`src/drive_state_map.vh`:
```
// What this block does
// [RQ1] State changes only on new command word writes; init_done, errors and the auto run step also move it.
// [RQ2] State word always readable, shows current state.
// [RQ3] Command bits: 0,1,2,3 and 7 error clear.
// [RQ4] Shutdown pattern enters ready (2, 6, 8).
// [RQ5] Switch on pattern enters switched on (3, 5).
// [RQ6] All four bits run; ready passes through.
// [RQ7] Supply off or halt returns to inhibit.
// [RQ8] Halt while running goes straight to inhibit.
// [RQ9] Only transitions 2 to 10 and 15.
// [RQ10] Error clear rising edge leaves fault state.
// [RQ11] Error clear rising edge clears the warning.
// [RQ12] Outside fault, bits 0 to 3 decide.
// [RQ13] Master returns error clear to 0 afterwards.
// [RQ14] State word flag bits 6 down to 0.
// [RQ15] State word patterns per drive state.
// [RQ16] Not ready until init done, then inhibit.
// [RQ17] Internal error: reaction state, then fault.
// [RQ18] Mode select stored, active mode echoed.
// [RQ19] Read-only supported modes object.
// [RQ20] State word bit 7 shows pending warning.
// [RQ21] State word bit 9 shows command control.
// [RQ22] Unmatched command leaves state unchanged.
`ifndef DRIVE_STATE_MAP_VH
`define DRIVE_STATE_MAP_VH

`define OBJ_CMD_WORD 16'h6040
`define OBJ_STATE_WORD 16'h6041
`define OBJ_MODE_SEL 16'h6060
`define OBJ_MODE_DISP 16'h6061
`define OBJ_SUPP_MODES 16'h6502

`define CW_ENERGIZE 0
`define CW_SUPPLY 1
`define CW_HALT_NOT 2
`define CW_RUN 3
`define CW_ERR_CLR 7

`define SW_WARN 7
`define SW_REMOTE 9

`define CMD_WORD_RST 16'h0000
`define SPEED_MODE 8'h02
`define SUPP_MODES_VAL 32'h00000002

`define ST_NOT_READY 7'h01
`define ST_INHIBIT 7'h02
`define ST_READY 7'h04
`define ST_SWITCHED 7'h08
`define ST_RUNNING 7'h10
`define ST_ERR_REACT 7'h20
`define ST_FAULT 7'h40

`define TR_NONE 4'h0
`define TR_INIT 4'h1
`define TR_ERROR 4'hd
`define TR_SETTLE 4'he
`define TR_CLEAR 4'hf

`endif

```
`src/drive_cmd_decode.v`:
```
`timescale 1ns/1ps
`include "drive_state_map.vh"

module drive_cmd_decode (
   input wire [6:0] state,
   input wire [3:0] cmd,
   output reg [6:0] nxt_state,
   output reg [3:0] trans,
   output reg auto_run
);

   localparam ST_INHIBIT = `ST_INHIBIT;
   localparam ST_READY = `ST_READY;
   localparam ST_SWITCHED = `ST_SWITCHED;
   localparam ST_RUNNING = `ST_RUNNING;

   wire energize;
   wire supply;
   wire halt_not;
   wire run_en;
   wire shutdown;
   wire switch_on;
   wire run_all;
   wire leave;

   assign energize = cmd[`CW_ENERGIZE];
   assign supply = cmd[`CW_SUPPLY];
   assign halt_not = cmd[`CW_HALT_NOT];
   assign run_en = cmd[`CW_RUN];
   assign shutdown = halt_not & supply & ~energize;
   assign switch_on = ~run_en & halt_not & supply & energize;
   assign run_all = run_en & halt_not & supply & energize;
   // Disable voltage and halt share the same targets.
   assign leave = ~supply | ~halt_not;

   always @* begin
      nxt_state = state; // [RQ22]
      trans = `TR_NONE;
      auto_run = 1'b0;
      case (state)
         ST_INHIBIT: begin
            if (shutdown) begin
               nxt_state = ST_READY; // [RQ4]
               trans = 4'h2;
            end
         end
         ST_READY: begin
            if (switch_on | run_all) begin
               nxt_state = ST_SWITCHED; // [RQ5]
               trans = 4'h3;
               auto_run = run_all; // [RQ6]
            end else if (leave) begin
               nxt_state = ST_INHIBIT; // [RQ7]
               trans = 4'h7;
            end
         end
         ST_SWITCHED: begin
            if (shutdown) begin
               nxt_state = ST_READY; // [RQ4]
               trans = 4'h6;
            end else if (run_all) begin
               nxt_state = ST_RUNNING; // [RQ6]
               trans = 4'h4;
            end else if (leave) begin
               nxt_state = ST_INHIBIT; // [RQ7]
               trans = 4'ha;
            end
         end
         ST_RUNNING: begin
            if (shutdown) begin
               nxt_state = ST_READY; // [RQ4]
               trans = 4'h8;
            end else if (switch_on) begin
               nxt_state = ST_SWITCHED; // [RQ5]
               trans = 4'h5;
            end else if (leave) begin
               // No halt-active state exists. [RQ8]
               nxt_state = ST_INHIBIT; // [RQ7]
               trans = 4'h9;
            end
         end
         default: begin
            nxt_state = state; // [RQ9]
         end
      endcase
   end

endmodule

```
`src/drive_state_machine.v`:
```
`timescale 1ns/1ps
`include "drive_state_map.vh"

module drive_state_machine (
   input wire sys_clk,
   input wire reset,
   input wire clk_en,
   input wire obj_wr,
   input wire obj_rd,
   input wire [15:0] obj_index,
   input wire [15:0] obj_wdata,
   input wire init_done,
   input wire error_detect,
   input wire error_cause_done,
   input wire warning_event,
   input wire remote_enable,
   output reg [31:0] obj_rdata_ff,
   output reg obj_rvalid_ff,
   output reg obj_err_ff,
   output reg [15:0] state_word_ff,
   output reg [6:0] drive_state_ff,
   output reg [3:0] trans_ff,
   output reg run_permit_ff,
   output reg fault_clear_ff,
   output reg param_ok_ff,
   output reg [7:0] mode_disp_ff
);

   localparam ST_NOT_READY = `ST_NOT_READY;
   localparam ST_INHIBIT = `ST_INHIBIT;
   localparam ST_READY = `ST_READY;
   localparam ST_SWITCHED = `ST_SWITCHED;
   localparam ST_RUNNING = `ST_RUNNING;
   localparam ST_ERR_REACT = `ST_ERR_REACT;
   localparam ST_FAULT = `ST_FAULT;

   ////////////////////////////////////////////////////////////////////////
   // State word flag pattern for a drive state.

   function [6:0] state_flags;
      input [6:0] st;
      input power_on;
      begin
         case (st)
            ST_NOT_READY: state_flags = {2'b00, power_on, 4'b0000}; // [RQ15]
            ST_INHIBIT: state_flags = {2'b11, power_on, 4'b0000}; // [RQ15]
            ST_READY: state_flags = {2'b01, power_on, 4'b0001}; // [RQ15]
            ST_SWITCHED: state_flags = 7'h33; // [RQ15]
            ST_RUNNING: state_flags = 7'h37; // [RQ15]
            ST_ERR_REACT: state_flags = {2'b01, power_on, 4'b1111}; // [RQ15]
            ST_FAULT: state_flags = {2'b01, power_on, 4'b1000}; // [RQ15]
            default: state_flags = 7'h00;
         endcase
      end
   endfunction

   ////////////////////////////////////////////////////////////////////////
   // Registers.

   reg [15:0] cmd_ff;
   reg [7:0] mode_sel_ff;
   reg warn_ff;
   reg auto_ff;

   reg [6:0] nxt_drive_state;
   reg [3:0] nxt_trans;
   reg nxt_warn;
   reg nxt_auto;
   reg nxt_fault_clear;
   reg [31:0] nxt_obj_rdata;
   reg nxt_obj_err;
   reg [7:0] nxt_mode_disp;

   ////////////////////////////////////////////////////////////////////////
   // Object access decode.

   wire wr_cmd;
   wire wr_mode;
   wire wr_ro;
   wire wr_bad;
   wire mode_ok;
   wire clr_edge;
   wire [6:0] dec_state;
   wire [3:0] dec_trans;
   wire dec_auto;
   wire supply_now;
   wire [6:0] flags;

   assign wr_cmd = obj_wr & (obj_index == `OBJ_CMD_WORD); // [RQ1]
   assign wr_mode = obj_wr & (obj_index == `OBJ_MODE_SEL);
   assign wr_ro = obj_wr & ((obj_index == `OBJ_STATE_WORD) |
                            (obj_index == `OBJ_MODE_DISP) |
                            (obj_index == `OBJ_SUPP_MODES)); // [RQ19]
   assign wr_bad = obj_wr & ~wr_cmd & ~wr_mode & ~wr_ro;
   assign mode_ok = (obj_wdata[7:0] == `SPEED_MODE); // [RQ18]

   // The edge is judged against the last written word, so a held 1 never
   // retriggers; the master must write 0 again before the next clear.
   assign clr_edge = wr_cmd & obj_wdata[`CW_ERR_CLR] &
                     ~cmd_ff[`CW_ERR_CLR]; // [RQ10] [RQ13]

   drive_cmd_decode u_decode (
      .state(drive_state_ff),
      .cmd(obj_wdata[3:0]), // [RQ12]
      .nxt_state(dec_state),
      .trans(dec_trans),
      .auto_run(dec_auto)
   );

   ////////////////////////////////////////////////////////////////////////
   // Next drive state.

   always @* begin
      nxt_drive_state = drive_state_ff;
      nxt_trans = `TR_NONE;
      nxt_auto = 1'b0;
      nxt_fault_clear = 1'b0;
      case (drive_state_ff)
         ST_NOT_READY: begin
            if (init_done) begin
               nxt_drive_state = ST_INHIBIT; // [RQ16]
               nxt_trans = `TR_INIT;
            end
         end
         ST_ERR_REACT: begin
            if (error_cause_done) begin
               nxt_drive_state = ST_FAULT; // [RQ17]
               nxt_trans = `TR_SETTLE;
            end
         end
         ST_FAULT: begin
            if (clr_edge) begin
               nxt_drive_state = ST_INHIBIT; // [RQ10]
               nxt_trans = `TR_CLEAR;
               nxt_fault_clear = 1'b1;
            end
         end
         ST_INHIBIT, ST_READY, ST_SWITCHED, ST_RUNNING: begin
            if (error_detect) begin
               nxt_drive_state = ST_ERR_REACT; // [RQ17]
               nxt_trans = `TR_ERROR;
            end else if (wr_cmd & remote_enable) begin
               nxt_drive_state = dec_state; // [RQ1] [RQ9]
               nxt_trans = dec_trans;
               nxt_auto = dec_auto; // [RQ6]
            end else if (auto_ff & remote_enable &
                         (drive_state_ff == ST_SWITCHED) &
                         (cmd_ff[3:0] == 4'hf)) begin
               // Second half of the combined switch-on and enable.
               nxt_drive_state = ST_RUNNING; // [RQ6]
               nxt_trans = 4'h4;
            end
         end
         default: begin
            nxt_drive_state = ST_NOT_READY;
         end
      endcase
   end

   ////////////////////////////////////////////////////////////////////////
   // Warning flag; a new warning in the clearing cycle survives.

   always @* begin
      nxt_warn = warn_ff;
      if (clr_edge) begin
         nxt_warn = 1'b0; // [RQ11]
      end
      if (warning_event) begin
         nxt_warn = 1'b1; // [RQ20]
      end
   end

   ////////////////////////////////////////////////////////////////////////
   // Object read answer and access errors.

   always @* begin
      nxt_obj_rdata = 32'h00000000;
      nxt_obj_err = wr_ro | wr_bad | (wr_mode & ~mode_ok);
      if (obj_rd) begin
         case (obj_index)
            `OBJ_CMD_WORD: nxt_obj_rdata = {16'h0000, cmd_ff};
            `OBJ_STATE_WORD: nxt_obj_rdata = {16'h0000, state_word_ff}; // [RQ2]
            `OBJ_MODE_SEL: nxt_obj_rdata = {24'h000000, mode_sel_ff};
            `OBJ_MODE_DISP: nxt_obj_rdata = {24'h000000, mode_disp_ff};
            `OBJ_SUPP_MODES: nxt_obj_rdata = `SUPP_MODES_VAL; // [RQ19]
            default: nxt_obj_err = 1'b1;
         endcase
      end
   end

   ////////////////////////////////////////////////////////////////////////
   // Mode display follows only a supported selection.

   always @* begin
      nxt_mode_disp = mode_disp_ff;
      if (wr_mode & mode_ok) begin
         nxt_mode_disp = obj_wdata[7:0]; // [RQ18]
      end
   end

   // Bit 4 is free in some states; it follows the supply enable command,
   // taken from a write in flight so the flag never lags the state.
   assign supply_now = wr_cmd ? obj_wdata[`CW_SUPPLY] : cmd_ff[`CW_SUPPLY];
   assign flags = state_flags(nxt_drive_state,
                              supply_now); // [RQ14] [RQ15]

   ////////////////////////////////////////////////////////////////////////
   // Clocked state.

   always @(posedge sys_clk or posedge reset) begin
      if (reset) begin
         cmd_ff <= `CMD_WORD_RST;
         mode_sel_ff <= `SPEED_MODE;
         mode_disp_ff <= `SPEED_MODE;
         warn_ff <= 1'b0;
         auto_ff <= 1'b0;
         drive_state_ff <= ST_NOT_READY; // [RQ16]
         trans_ff <= `TR_NONE;
         state_word_ff <= 16'h0000;
         run_permit_ff <= 1'b0;
         fault_clear_ff <= 1'b0;
         param_ok_ff <= 1'b0;
         obj_rdata_ff <= 32'h00000000;
         obj_rvalid_ff <= 1'b0;
         obj_err_ff <= 1'b0;
      end else if (clk_en) begin
         if (wr_cmd) begin
            cmd_ff <= obj_wdata; // [RQ3]
         end
         if (wr_mode) begin
            mode_sel_ff <= obj_wdata[7:0]; // [RQ18]
         end
         mode_disp_ff <= nxt_mode_disp;
         warn_ff <= nxt_warn;
         auto_ff <= nxt_auto;
         drive_state_ff <= nxt_drive_state;
         trans_ff <= nxt_trans;
         state_word_ff <= {6'b000000, remote_enable, 1'b0, nxt_warn,
                           flags}; // [RQ2] [RQ20] [RQ21]
         run_permit_ff <= (nxt_drive_state == ST_RUNNING);
         fault_clear_ff <= nxt_fault_clear;
         // Parameters may be set in every state once initialised.
         param_ok_ff <= (nxt_drive_state != ST_NOT_READY); // [RQ16]
         obj_rdata_ff <= nxt_obj_rdata;
         obj_rvalid_ff <= obj_rd;
         obj_err_ff <= nxt_obj_err;
      end
   end

endmodule

```
`config.mk`:
```
export PLATFORM = sky130hd
export DESIGN_NAME = drive_state_machine
export DESIGN_NICKNAME = d
export VERILOG_FILES = /design/src/drive_cmd_decode.v /design/src/drive_state_machine.v
export VERILOG_INCLUDE_DIRS = /design/src
export SDC_FILE = /design/constraint.sdc
export NUM_CORES = 1
export LEC_CHECK = 0
export BUFFER_PORTS_ARGS = -buffer_cell sky130_fd_sc_hd__buf_4
export CAP_MARGIN = 40
export CORE_UTILIZATION = 35
export CTS_BUF_LIST = sky130_fd_sc_hd__clkbuf_8 sky130_fd_sc_hd__clkbuf_16
export CTS_CLUSTER_SIZE = 10
export DETAILED_ROUTE_END_ITERATION = 10
export PLACE_DENSITY = 0.6
export SLEW_MARGIN = 20
export SYNTH_ARGS = -nofsm -noshare
export SYNTH_HDL_FRONTEND = slang
export SYNTH_SLANG_ARGS = --single-unit
export TNS_END_PERCENT = 10
```
`constraint.sdc`:
```
create_clock -name sys_clk -period 4.5 [get_ports sys_clk]
set_input_delay 0.45 -clock sys_clk [delete_from_list [all_inputs] [get_ports sys_clk]]
set_output_delay 0.45 -clock sys_clk [all_outputs]
set_load 0.005 [all_outputs]
```
==> results of run 1 <==
logic make-up after synthesis:
family                 share of synthesized area [%]
AND/OR/NAND/NOR                                 18.4
AO/OA/AOI/OAI                                   18.7
flip-flops                                      46.0
buffers and inverters                           7.90
multiplexers                                    8.52
XOR/XNOR                                       0.434
other                                         0.0929
layer usage:
metal,vias to the layer above,part of all wire (%),GRT usage [%]
li1,1561,-,-
met1,1654,48,27.5
met2,129,44,30.3
met3,9,6.0,5.28
met4,0,1.2,5.71
met5,-,0,0
flip-flops by register name (all words and copies together) (netlist names), 4 cells and up:
register / flops
obj_rdata_ff: 16
trans_ff: 4
mode_disp_ff: 8
state_word_ff: 9
mode_sel_ff: 8
drive_state_ff: 7
cmd_ff: 16
cell type report:
cell class | instances | area, sq um | area share [%]
repair buffers | 97 | 746 | 14.7
clock inverters | 4 | 42.5 | 0.841
inverters | 7 | 26.3 | 0.520
multi-input cells | 281 | 1950 | 38.5
flip-flops and latches | 74 | 1860 | 36.7
well taps | 140 | 175 | 3.46
clock buffers | 12 | 267 | 5.27
through the flow:
| step | std cells | power [mW] | setup WS [ns] |
|---|---|---|---|
| after global routing | 615 | 1.69 | 1.44 |
| after global placement | 595 | 0.899 | 1.65 |
| after CTS | 613 | 1.64 | 1.67 |
| final | 615 | 1.63 | 1.64 |
| after floorplan | 412 | 0.821 | 1.97 |
| after detailed placement | 597 | 0.904 | 1.61 |
worst min-delay path by stage:
stage | from | end | slack, ns
global placement | cmd_ff[12]$_DFFE_PP0P_ | obj_rdata_ff[12]$_DFFE_PP0P_ | 0.47
detailed placement | cmd_ff[8]$_DFFE_PP0P_ | obj_rdata_ff[8]$_DFFE_PP0P_ | 0.47
finish | reset | obj_rdata_ff[12]$_DFFE_PP0P_ | 0.15
global route | reset | obj_rdata_ff[15]$_DFFE_PP0P_ | 0.17
CTS | reset | cmd_ff[1]$_DFFE_PP0P_ | 0.16
floorplan | cmd_ff[10]$_DFFE_PP0P_ | obj_rdata_ff[10]$_DFFE_PP0P_ | 0.46
cell usage after synthesis, types with 5 or more instances:
master and count:
mux2_2 27, a31oi_1 6, nor3_1 5, buf_2 6, clkbuf_1 18, nor4_1 7, nand2_1 25, dfrtp_1 71
a22o_1 15, buf_4 24, inv_1 7, o21ai_0 13, and3_1 7, nor2b_1 10, nor2_1 29, o2bb2ai_1 10
a221oi_1 8, nand3_1 6, or3_1 5, a21oi_1 9
power by group through the flow:
stage	Clock [mW]	Combinational [mW]	Sequential [mW]
2_1_floorplan	0	0.109	0.712
3_3_place_gp	0	0.171	0.728
3_5_place_dp	0	0.175	0.729
4_1_cts	0.747	0.176	0.717
5_1_grt	0.776	0.196	0.721
6_report	0.735	0.177	0.717
==> summary.txt, run 1 <==
Setup path
  • R2R setup slack: approximately 1.6 ns
  • Setup crit end kind: flip-flop
  • Reg2reg end: state_word_ff[0]$_DFFE_PP0P_
  • Worst setup path end: state_word_ff[0]$_DFFE_PP0P_
  • Critical R2R Launch: drive_state_ff[3]$_DFFE_PP0P_
  • Cells on worst reg2reg path: 6
  • Slowest cell on crit path: nor4b_1
  • Critical path data required time: about 4.8 ns
  • Crit path max-delay family: simple AND/OR/NAND/NOR gates
  • Worst path cell trace: nor4b_1 > a221oi_1 > or3_1 > a311oi_1 > a21oi_1 > a31oi_1
  • Worst path bufs/invs: 0
  • Stages on worst setup path: 6
  • Crit-path max cell delay: ~0.75 ns
  • Crit path arrival time: roughly 3.1 ns
  • Crit start category: flip-flop
  • Crit. Startpoint: drive_state_ff[3]$_DFFE_PP0P_
  • Crit-path max FO: 15
  • Setup Crit Path Kind: reg -> reg

Finish
  • Commonest non-fill, non-tap cell in the layout: buf_4
  • Post-route cell area: 0.00506 sq mm
  • Final core utilization: 45.8%
  • Fillers: 1068
  • Nets: 512
  • Number of diodes: 0
  • Most frequent cells in the layout: buf_4, dfrtp_1, nor2_1
  • Share of post-route cells with drive strength above 1: around 34%
  • P&R area growth vs syn: 25.3%

STA
  • Unrepaired setup endpoints after global routing: false
  • Fin. max-slew vios: 0
  • Final-report setup violation count: 0
  • Skew final: 0.00819 ns
  • Rel. slew slack: about half
  • TNS Setup: 0 ns
  • Least-Margin Pin Slew: around 0.75 ns
  • FMAX: roughly 0.35 GHz
  • WHS: 0.146 ns
  • Fin. Hold Viols: 0
  • Fin crit period: 2.86 ns
  • Final Cycle Share: a little under two thirds

Synthesis
  • Synth cell types: 72
  • Async SR Flop Fraction: 100%
  • Synth Register Bits: 74
  • Yosys warning total: 0
  • Synth top area cells: dfrtp_1, mux2_2, buf_4
  • Post-Syn Instances: 390
  • EDFF count, synth: 0
  • Seq/Total Area, Yosys: 46.0%
  • Cell area after synthesis: 0.00404 sq mm
  • Main flop type after synthesis: dfrtp_1
  • Synth area leader: dfrtp_1
  • Post-synth top area share: 44.0%
  • Synthesized area per cell: 10.4 sq um

Global routing
  • Initial antenna violation count: 0
  • Pin count of the biggest net entering global routing: 36
  • Overflow after GRT: 0
  • Global-route wire length before repair: approximately 18000 um
  • Tot GR Track Use: 19.8%
  • Vias in the first global route: 3260

Pwr
  • Sequential Power Share: 44.0%
  • Switch share: 24.0%
  • Leak: 2.35 nW
  • Int Power: 1.24 mW
  • Max VDD drop: 0.000243 V
  • P per Cell Area: 322 mW/mm^2
  • Net Switching: 390 uW
  • Clock power share: between 40 and 50%
  • Comb pwr share: 10.9%

Drt
  • Routed vias/inst: 5.45
  • Final WL: roughly 11000 um
  • Post-DRT Antenna Nets: 0
  • Drt first-iter violations: 189
  • Drt pass-1 iters: 4
  • Wire length per cell: 18.3 um
  • DRC Markers: 0
  • DR vias: 3353

Clocking
  • TritonCTS clock tree: done
  • Clock Sinks: 74
  • Worst-Skew Late Latency: 0.33 ns
  • Max H-tree Level: 3
  • Clock slew seen by the registers of the worst setup and hold paths: 0.06 ns
  • Max Root-Sink Buffers: 2
  • Setup bufs post-CTS: 0
  • Cts bufs inserted: 9
  • Hold Buf Count CTS: 0
  • Post-cts resize count: 0
  • Root Driver: clkbuf_16

Placement
  • Dpl cell area: 0.00473 sq mm
  • Port bufs: 90
  • Hpwl dp: 8210 um
  • Gpl congestion: 0.896

Job
  • Maxcap violations: 0

Hold path
  • Worst min-delay path class: in -> async

Floorplanning
  • # rows: 38
  • Core area: approximately 0.011 sq mm
  • Chip height: 109 um
  • IO Pins: 114
  • Starting Density: 36.6%
  • Total die area: 0.0120 sq mm
  • Die W: between 100 and 150 um

Status
  • Status: finished clean
Note: power is estimated with default switching activity, not from simulation.
==> inputs of run 2 (changes only) <==
- PLACE_DENSITY: 0.6 -> 0.63
- clock period: 4.5 -> 2.4 ns (I/O delays scaled with it)
==> run 2 against run 1 <==
Compared with the run above: non-clock buffer count up 36; clock-buffer cell count down 2; global-route usage up 0.83 points; first-iteration DRC count up 47%; worst setup slack worse by 1.6 ns; critical path type unchanged.
==> summary.txt, run 2 (synthesis results as in run 1) <==
Placement
  • Port bufs: 90 (unchanged)
  • Hpwl dp: 8900 um (was 8210 um)
  • Gpl congestion: 0.913 (was 0.896)

Clocking
  • Max H-tree Level: 3 (unchanged)
  • Clock slew seen by the registers of the worst setup and hold paths: 0.06 ns (about the same)
  • Clock Sinks: 74 (unchanged)
  • TritonCTS clock tree: done (unchanged)
  • Root Driver: clkbuf_16 (unchanged)
  • Max Root-Sink Buffers: 2 (unchanged)
  • Cts bufs inserted: 9 (unchanged)
  • Setup bufs post-CTS: 0 (unchanged)
  • Worst-Skew Late Latency: 0.33 ns (about the same)

Finish
  • Multi-input gate area: 0.00196 sq mm (was 0.00195 sq mm)
  • Most frequent cells in the layout: buf_4, dfrtp_1, nor2_1 (unchanged)
  • Fillers: 1078 (was 1068)
  • P&R area growth vs syn: 33.8% (was 25.3%)
  • Number of diodes: 0 (unchanged)
  • Final core utilization: 49.0% (was 45.8%)
  • Commonest non-fill, non-tap cell in the layout: buf_4 (unchanged)
  • FF/Latch Area: 0.00186 sq mm (unchanged)
  • Nets: 548 (was 512)
  • Share of post-route cells with drive strength above 1: 39.7% (was 34.3%)
  • Largest registers: cmd_ff: 16 flops, obj_rdata_ff: 16 flops, state_word_ff: 9 flops (unchanged)

Hold path
  • Worst min-delay path class: in -> reg (was in -> async)

Global routing
  • Global-route wire length before repair: 18600 um (was 17700 um)
  • Vias in the first global route: 3413 (was 3260)
  • Pin count of the biggest net entering global routing: 33 (was 36)
  • Overflow after GRT: 0 (unchanged)
  • Initial antenna violation count: 0 (unchanged)
  • Tot GR Track Use: 20.7% (was 19.8%)

Drt
  • Post-DRT Antenna Nets: 0 (unchanged)
  • DR vias: 3534 (was 3353)
  • Drt first-iter violations: 277 (was 189)
  • Wire length per cell: 18.2 um (was 18.3 um)
  • DRC Markers: 0 (unchanged)
  • Final WL: 11800 um (was 11200 um)
  • Routed vias/inst: 5.43 (was 5.45)
  • Drt pass-1 iters: 5 (was 4)

STA
  • Final Cycle Share: 97.2% (was 63.5%)
  • Least-Margin Pin Slew: 0.595 ns (was 0.754 ns)
  • Fin. max-slew vios: 0 (unchanged)
  • Unrepaired setup endpoints after global routing: true (was false)
  • FMAX: 0.429 GHz (was 0.350 GHz)
  • Final-report setup violation count: 0 (unchanged)
  • Fin. Hold Viols: 0 (unchanged)
  • Skew final: 0.00651 ns (was 0.00819 ns)
  • WHS: 0.140 ns (was 0.146 ns)
  • Rel. slew slack: 60.3% (was 49.0%)
  • Fin crit period: 2.33 ns (was 2.86 ns)
  • TNS Setup: 0 ns (unchanged)

Setup path
  • Critical path data required time: 2.65 ns (was 4.76 ns)
  • Crit path arrival time: 2.58 ns (was 3.11 ns)
  • Crit-path max FO: 4 (was 15)
  • Crit path max-delay family: compound AO/OA/AOI/OAI gates (was simple AND/OR/NAND/NOR gates)
  • Setup Crit Path Kind: reg -> reg (unchanged)
  • Setup crit end kind: flip-flop (unchanged)
  • Crit start category: flip-flop (unchanged)
  • Worst path cell trace: buf_4 > nor4_1 > nand3_1 > a31o_2 > a311oi_2 > a21oi_1 > a31oi_1 (was nor4b_1 > a221oi_1 > or3_1 > a311oi_1 > a21oi_1 > a31oi_1)
  • Worst path bufs/invs: 1 (was 0)
  • Slowest cell on crit path: nor4_1 (was nor4b_1)
  • Crit-path max cell delay: 0.44 ns (was 0.75 ns)

Floorplanning
  • Die W: 109 um (unchanged)
  • Starting Density: 36.6% (unchanged)
  • # rows: 38 (unchanged)
  • IO Pins: 114 (unchanged)
  • Total die area: 0.0120 sq mm (unchanged)
  • Core area: 0.0110 sq mm (unchanged)
  • Chip height: 109 um (unchanged)

Pwr
  • Leak: 2.54 nW (was 2.35 nW)
  • P per Cell Area: 591 mW/mm^2 (was 322 mW/mm^2)
  • Max VDD drop: 0.000320 V (was 0.000243 V)

Job
  • Maxcap violations: 0 (unchanged)

Status
  • Status: finished clean (unchanged)
## run 2: changes by cell type in the layout (fill, tap and decap cells not counted), moves of 2 or more
cell,delta
buf_12,+3
inv_1,-2
clkinv_4,+2
clkbuf_8,-2
buf_4,+35
## run 2: through the flow
stage / cell area, sq um / power [mW] / cells / setup WS [ns]
floorplan: 4120 / 1.54 / 412 / 0.0833
global placement: 5040 / 1.73 / 634 / -0.0539
detailed placement: 5040 / 1.73 / 634 / -0.111
CTS: 5380 / 3.22 / 651 / 0.0104
global route: 5400 / 3.32 / 651 / -0.0666
finish: 5400 / 3.19 / 651 / 0.0665
## run 2: report_power, final
group | switching [mW] | internal, mW | total, mW
Combinational | 0.215 | 0.185 | 0.400
Clock | 0.533 | 0.940 | 1.47
Sequential | 0.0306 | 1.29 | 1.32
## run 2: metal layers
metal	up-vias	wire length, um	GRT usage, %
met3	19	778	3.97
met5	-	0	0
met2	147	5510	33.0
li1	1641	-	-
met4	0	165	5.24
met1	1727	5370	28.7
## run 2: area by class of cell
type | instances | share of cell area [%]
multi-input cells | 281 | 36.4
flip-flops and latches | 74 | 34.4
repair buffers | 133 | 19.5
clock buffers | 10 | 4.42
well taps | 140 | 3.24
clock inverters | 6 | 1.67
inverters | 7 | 0.486
## run 2: path summary, 6_finish.rpt
path	start	slack, ns	cells after the start	to
worst min-delay path	obj_wdata[9]	0.14	2	cmd_ff[9]$_DFFE_PP0P_
worst max register to register	drive_state_ff[1]$_DFFE_PP0P_	0.07	7	state_word_ff[0]$_DFFE_PP0P_
max in group asynchronous	reset	1.11	4	drive_state_ff[0]$_DFFE_PP1P_
worst max-delay path	drive_state_ff[1]$_DFFE_PP0P_	0.07	7	state_word_ff[0]$_DFFE_PP0P_
worst min register to register	cmd_ff[12]$_DFFE_PP0P_	0.48	1	obj_rdata_ff[12]$_DFFE_PP0P_
min in group asynchronous	reset	0.53	3	mode_sel_ff[5]$_DFFE_PP0P_
## run 2: repair_timing
item	CTS	global route
resized for setup	0	5
hold buffers	1	0
setup endpoints to repair	0	10
hold endpoints to repair	18	0
==> inputs of run 3 (changes only) <==
- BUFFER_PORTS_ARGS: -buffer_cell sky130_fd_sc_hd__buf_4 -> -buffer_cell sky130_fd_sc_hd__buf_2
- CTS_CLUSTER_SIZE: 10 -> 40
==> run 3 against run 2 <==
Compared with the run above: combinational power is 13% lower; power is 4.0% higher; clock power is 12% higher; largest power group unchanged; sequential share of layout area is 1.5 points higher; routed wire length is 4.2% lower; sequential power hardly changed; critical path depth stayed put; critical path type unchanged; worst hold slack worse by 0.0095 ns; global-route usage is 0.73 points lower; cell area is 4.1% lower; clock skew hardly changed.
==> summary.txt, run 3 (synthesis results as in run 1) <==
Status
  • Status: finished clean (unchanged)

Drt
  • DRC Markers: 0 (unchanged)
  • Post-DRT Antenna Nets: 0 (unchanged)
  • Wire length per cell: 17.5 um (was 18.2 um)
  • DR vias: 3541 (was 3534)
  • Drt pass-1 iters: 5 (unchanged)
  • Final WL: 11300 um (was 11800 um)
  • Routed vias/inst: 5.46 (was 5.43)
  • Drt first-iter violations: 370 (was 277)

Setup path
  • Crit path arrival time: 2.43 ns (was 2.58 ns)
  • Cells on worst reg2reg path: 7 (unchanged)
  • Crit start category: flip-flop (unchanged)
  • Crit-path max FO: 6 (was 4)
  • Setup Crit Path Kind: reg -> reg (unchanged)
  • Critical path data required time: 2.60 ns (was 2.65 ns)
  • Setup crit end kind: flip-flop (unchanged)

Finish
  • Fillers: 1050 (was 1078)
  • Most frequent cells in the layout: buf_2, dfrtp_1, buf_4 (was buf_4, dfrtp_1, nor2_1)
  • Number of diodes: 0 (unchanged)
  • Final core utilization: 47.0% (was 49.0%)
  • Share of post-route cells with drive strength above 1: 39.1% (was 39.7%)
  • P&R area growth vs syn: 28.3% (was 33.8%)
  • Largest registers: cmd_ff: 16 flops, obj_rdata_ff: 16 flops, state_word_ff: 9 flops (unchanged)
  • Commonest non-fill, non-tap cell in the layout: buf_2 (was buf_4)
  • Nets: 546 (was 548)

Pwr
  • Max VDD drop: 0.000599 V (was 0.000320 V)
  • Net Switching: 766 uW (was 779 uW)
  • Comb pwr share: 10.5% (was 12.5%)
  • Leak: 2.50 nW (was 2.54 nW)
  • Sequential Power Share: 39.8% (was 41.3%)
  • P per Cell Area: 641 mW/mm^2 (was 591 mW/mm^2)
  • Pwr Total: 3.32 mW (was 3.19 mW)
  • Int Power: 2.55 mW (was 2.41 mW)
  • Clock power share: 49.7% (was 46.2%)
  • Switch share: 23.1% (was 24.4%)

STA
  • Fin crit period: 2.23 ns (was 2.33 ns)
  • Unrepaired setup endpoints after global routing: false (was true)
  • Rel. slew slack: 60.3% (about the same)
  • Final setup margin: 0.171 ns (was 0.0665 ns)
  • Least-Margin Pin Slew: 0.588 ns (was 0.595 ns)
  • Fin. Hold Viols: 0 (unchanged)
  • TNS Setup: 0 ns (unchanged)
  • Final-report setup violation count: 0 (unchanged)
  • WHS: 0.130 ns (was 0.140 ns)
  • Final Cycle Share: 92.9% (was 97.2%)
  • Skew final: 0.00693 ns (was 0.00651 ns)
  • FMAX: 0.449 GHz (was 0.429 GHz)
  • Fin. max-slew vios: 0 (unchanged)

Clocking
  • Worst-Skew Late Latency: 0.34 ns (was 0.33 ns)
  • Cts bufs inserted: 9 (unchanged)
  • Max H-tree Level: 3 (unchanged)
  • Max Root-Sink Buffers: 2 (unchanged)
  • Clock Sinks: 74 (unchanged)
  • TritonCTS clock tree: done (unchanged)
  • Root Driver: clkbuf_16 (unchanged)
  • Clock slew seen by the registers of the worst setup and hold paths: 0.06 ns (about the same)

Global routing
  • Global-route wire length before repair: 17900 um (was 18600 um)
  • Pin count of the biggest net entering global routing: 75 (was 33)
  • Initial antenna violation count: 0 (unchanged)
  • Tot GR Track Use: 19.9% (was 20.7%)
  • Overflow after GRT: 0 (unchanged)
  • Vias in the first global route: 3388 (was 3413)

Floorplanning
  • IO Pins: 114 (unchanged)
  • Starting Density: 36.6% (unchanged)
  • Chip height: 109 um (unchanged)
  • Core area: 0.0110 sq mm (unchanged)
  • Die W: 109 um (unchanged)
  • # rows: 38 (unchanged)
  • Total die area: 0.0120 sq mm (unchanged)

Hold path
  • Worst min-delay path class: in -> reg (unchanged)
  • Hold depth: 2 (unchanged)

Placement
  • Gpl congestion: 0.956 (was 0.913)
  • Port bufs: 90 (unchanged)
  • Place WS: -0.108 ns (was -0.111 ns)
  • Hpwl dp: 8420 um (was 8900 um)

Job
  • Maxcap violations: 0 (unchanged)
run 3: layout make-up:
class | count | area [sq um] | area share, %
clock buffer | 9 | 225 | 4.35
clock inverter | 7 | 141 | 2.73
inverter | 7 | 26.3 | 0.507
multi-input combinational | 281 | 1960 | 37.8
sequential | 74 | 1860 | 35.8
tap | 140 | 175 | 3.38
timing repair buffer | 131 | 798 | 15.4
run 3: metrics by stage:
stage                     std cells  cell area, sq um
after floorplan                 412              4120
after global placement          632              4790
after detailed placement        632              4790
after CTS                       649              5170
after global routing            649              5180
final                           649              5180
run 3: per-layer routing:
layer / share of wire, % / track usage (%) / routed length (um) / vias up
li1: - / - / - / 1633
met1: 45 / 28.3 / 5110 / 1708
met2: 45 / 29.3 / 5050 / 175
met3: 8.2 / 4.51 / 926 / 25
met4: 2.2 / 7.81 / 244 / 0
met5: 0 / 0 / 0 / -
run 3: critical path: stages (launching register included):
cell and delay, ns:
dfrtp_1 0.43, or4_1 0.57, nor3_1 0.23, buf_4 0.19, o311ai_2 0.15, o211a_1 0.17
o211ai_2 0.22, a41oi_2 0.14
run 3: path summary, 6_finish.rpt:
kind / start / endpoint / slack (ns)
setup / recovery: drive_state_ff[1]$_DFFE_PP0P_ / state_word_ff[4]$_DFFE_PP0P_ / 0.17
hold / removal: obj_wdata[12] / cmd_ff[12]$_DFFE_PP0P_ / 0.13
setup reg to reg: drive_state_ff[1]$_DFFE_PP0P_ / state_word_ff[4]$_DFFE_PP0P_ / 0.17
hold reg to reg: cmd_ff[14]$_DFFE_PP0P_ / obj_rdata_ff[14]$_DFFE_PP0P_ / 0.48
max in group asynchronous: reset / drive_state_ff[0]$_DFFE_PP1P_ / 1.52
min in group asynchronous: reset / mode_sel_ff[4]$_DFFE_PP0P_ / 0.53
run 3: repair_timing:
action / CTS / global route
gates resized for setup: 0 / 3
endpoints found under the setup margin: 0 / 6
hold endpoints to repair: 33 / 0
hold buffers: 1 / 0
setup buffers: 0 / 0
run 3: power by group through the flow:
stage                     clock network (mW)  registers [mW]  logic (mW)
after global routing                    1.73            1.32       0.386
after global placement                     0            1.34       0.341
after detailed placement                   0            1.34       0.344
after floorplan                            0            1.34       0.204
final                                   1.65            1.32       0.349
after CTS                               1.68            1.32       0.346
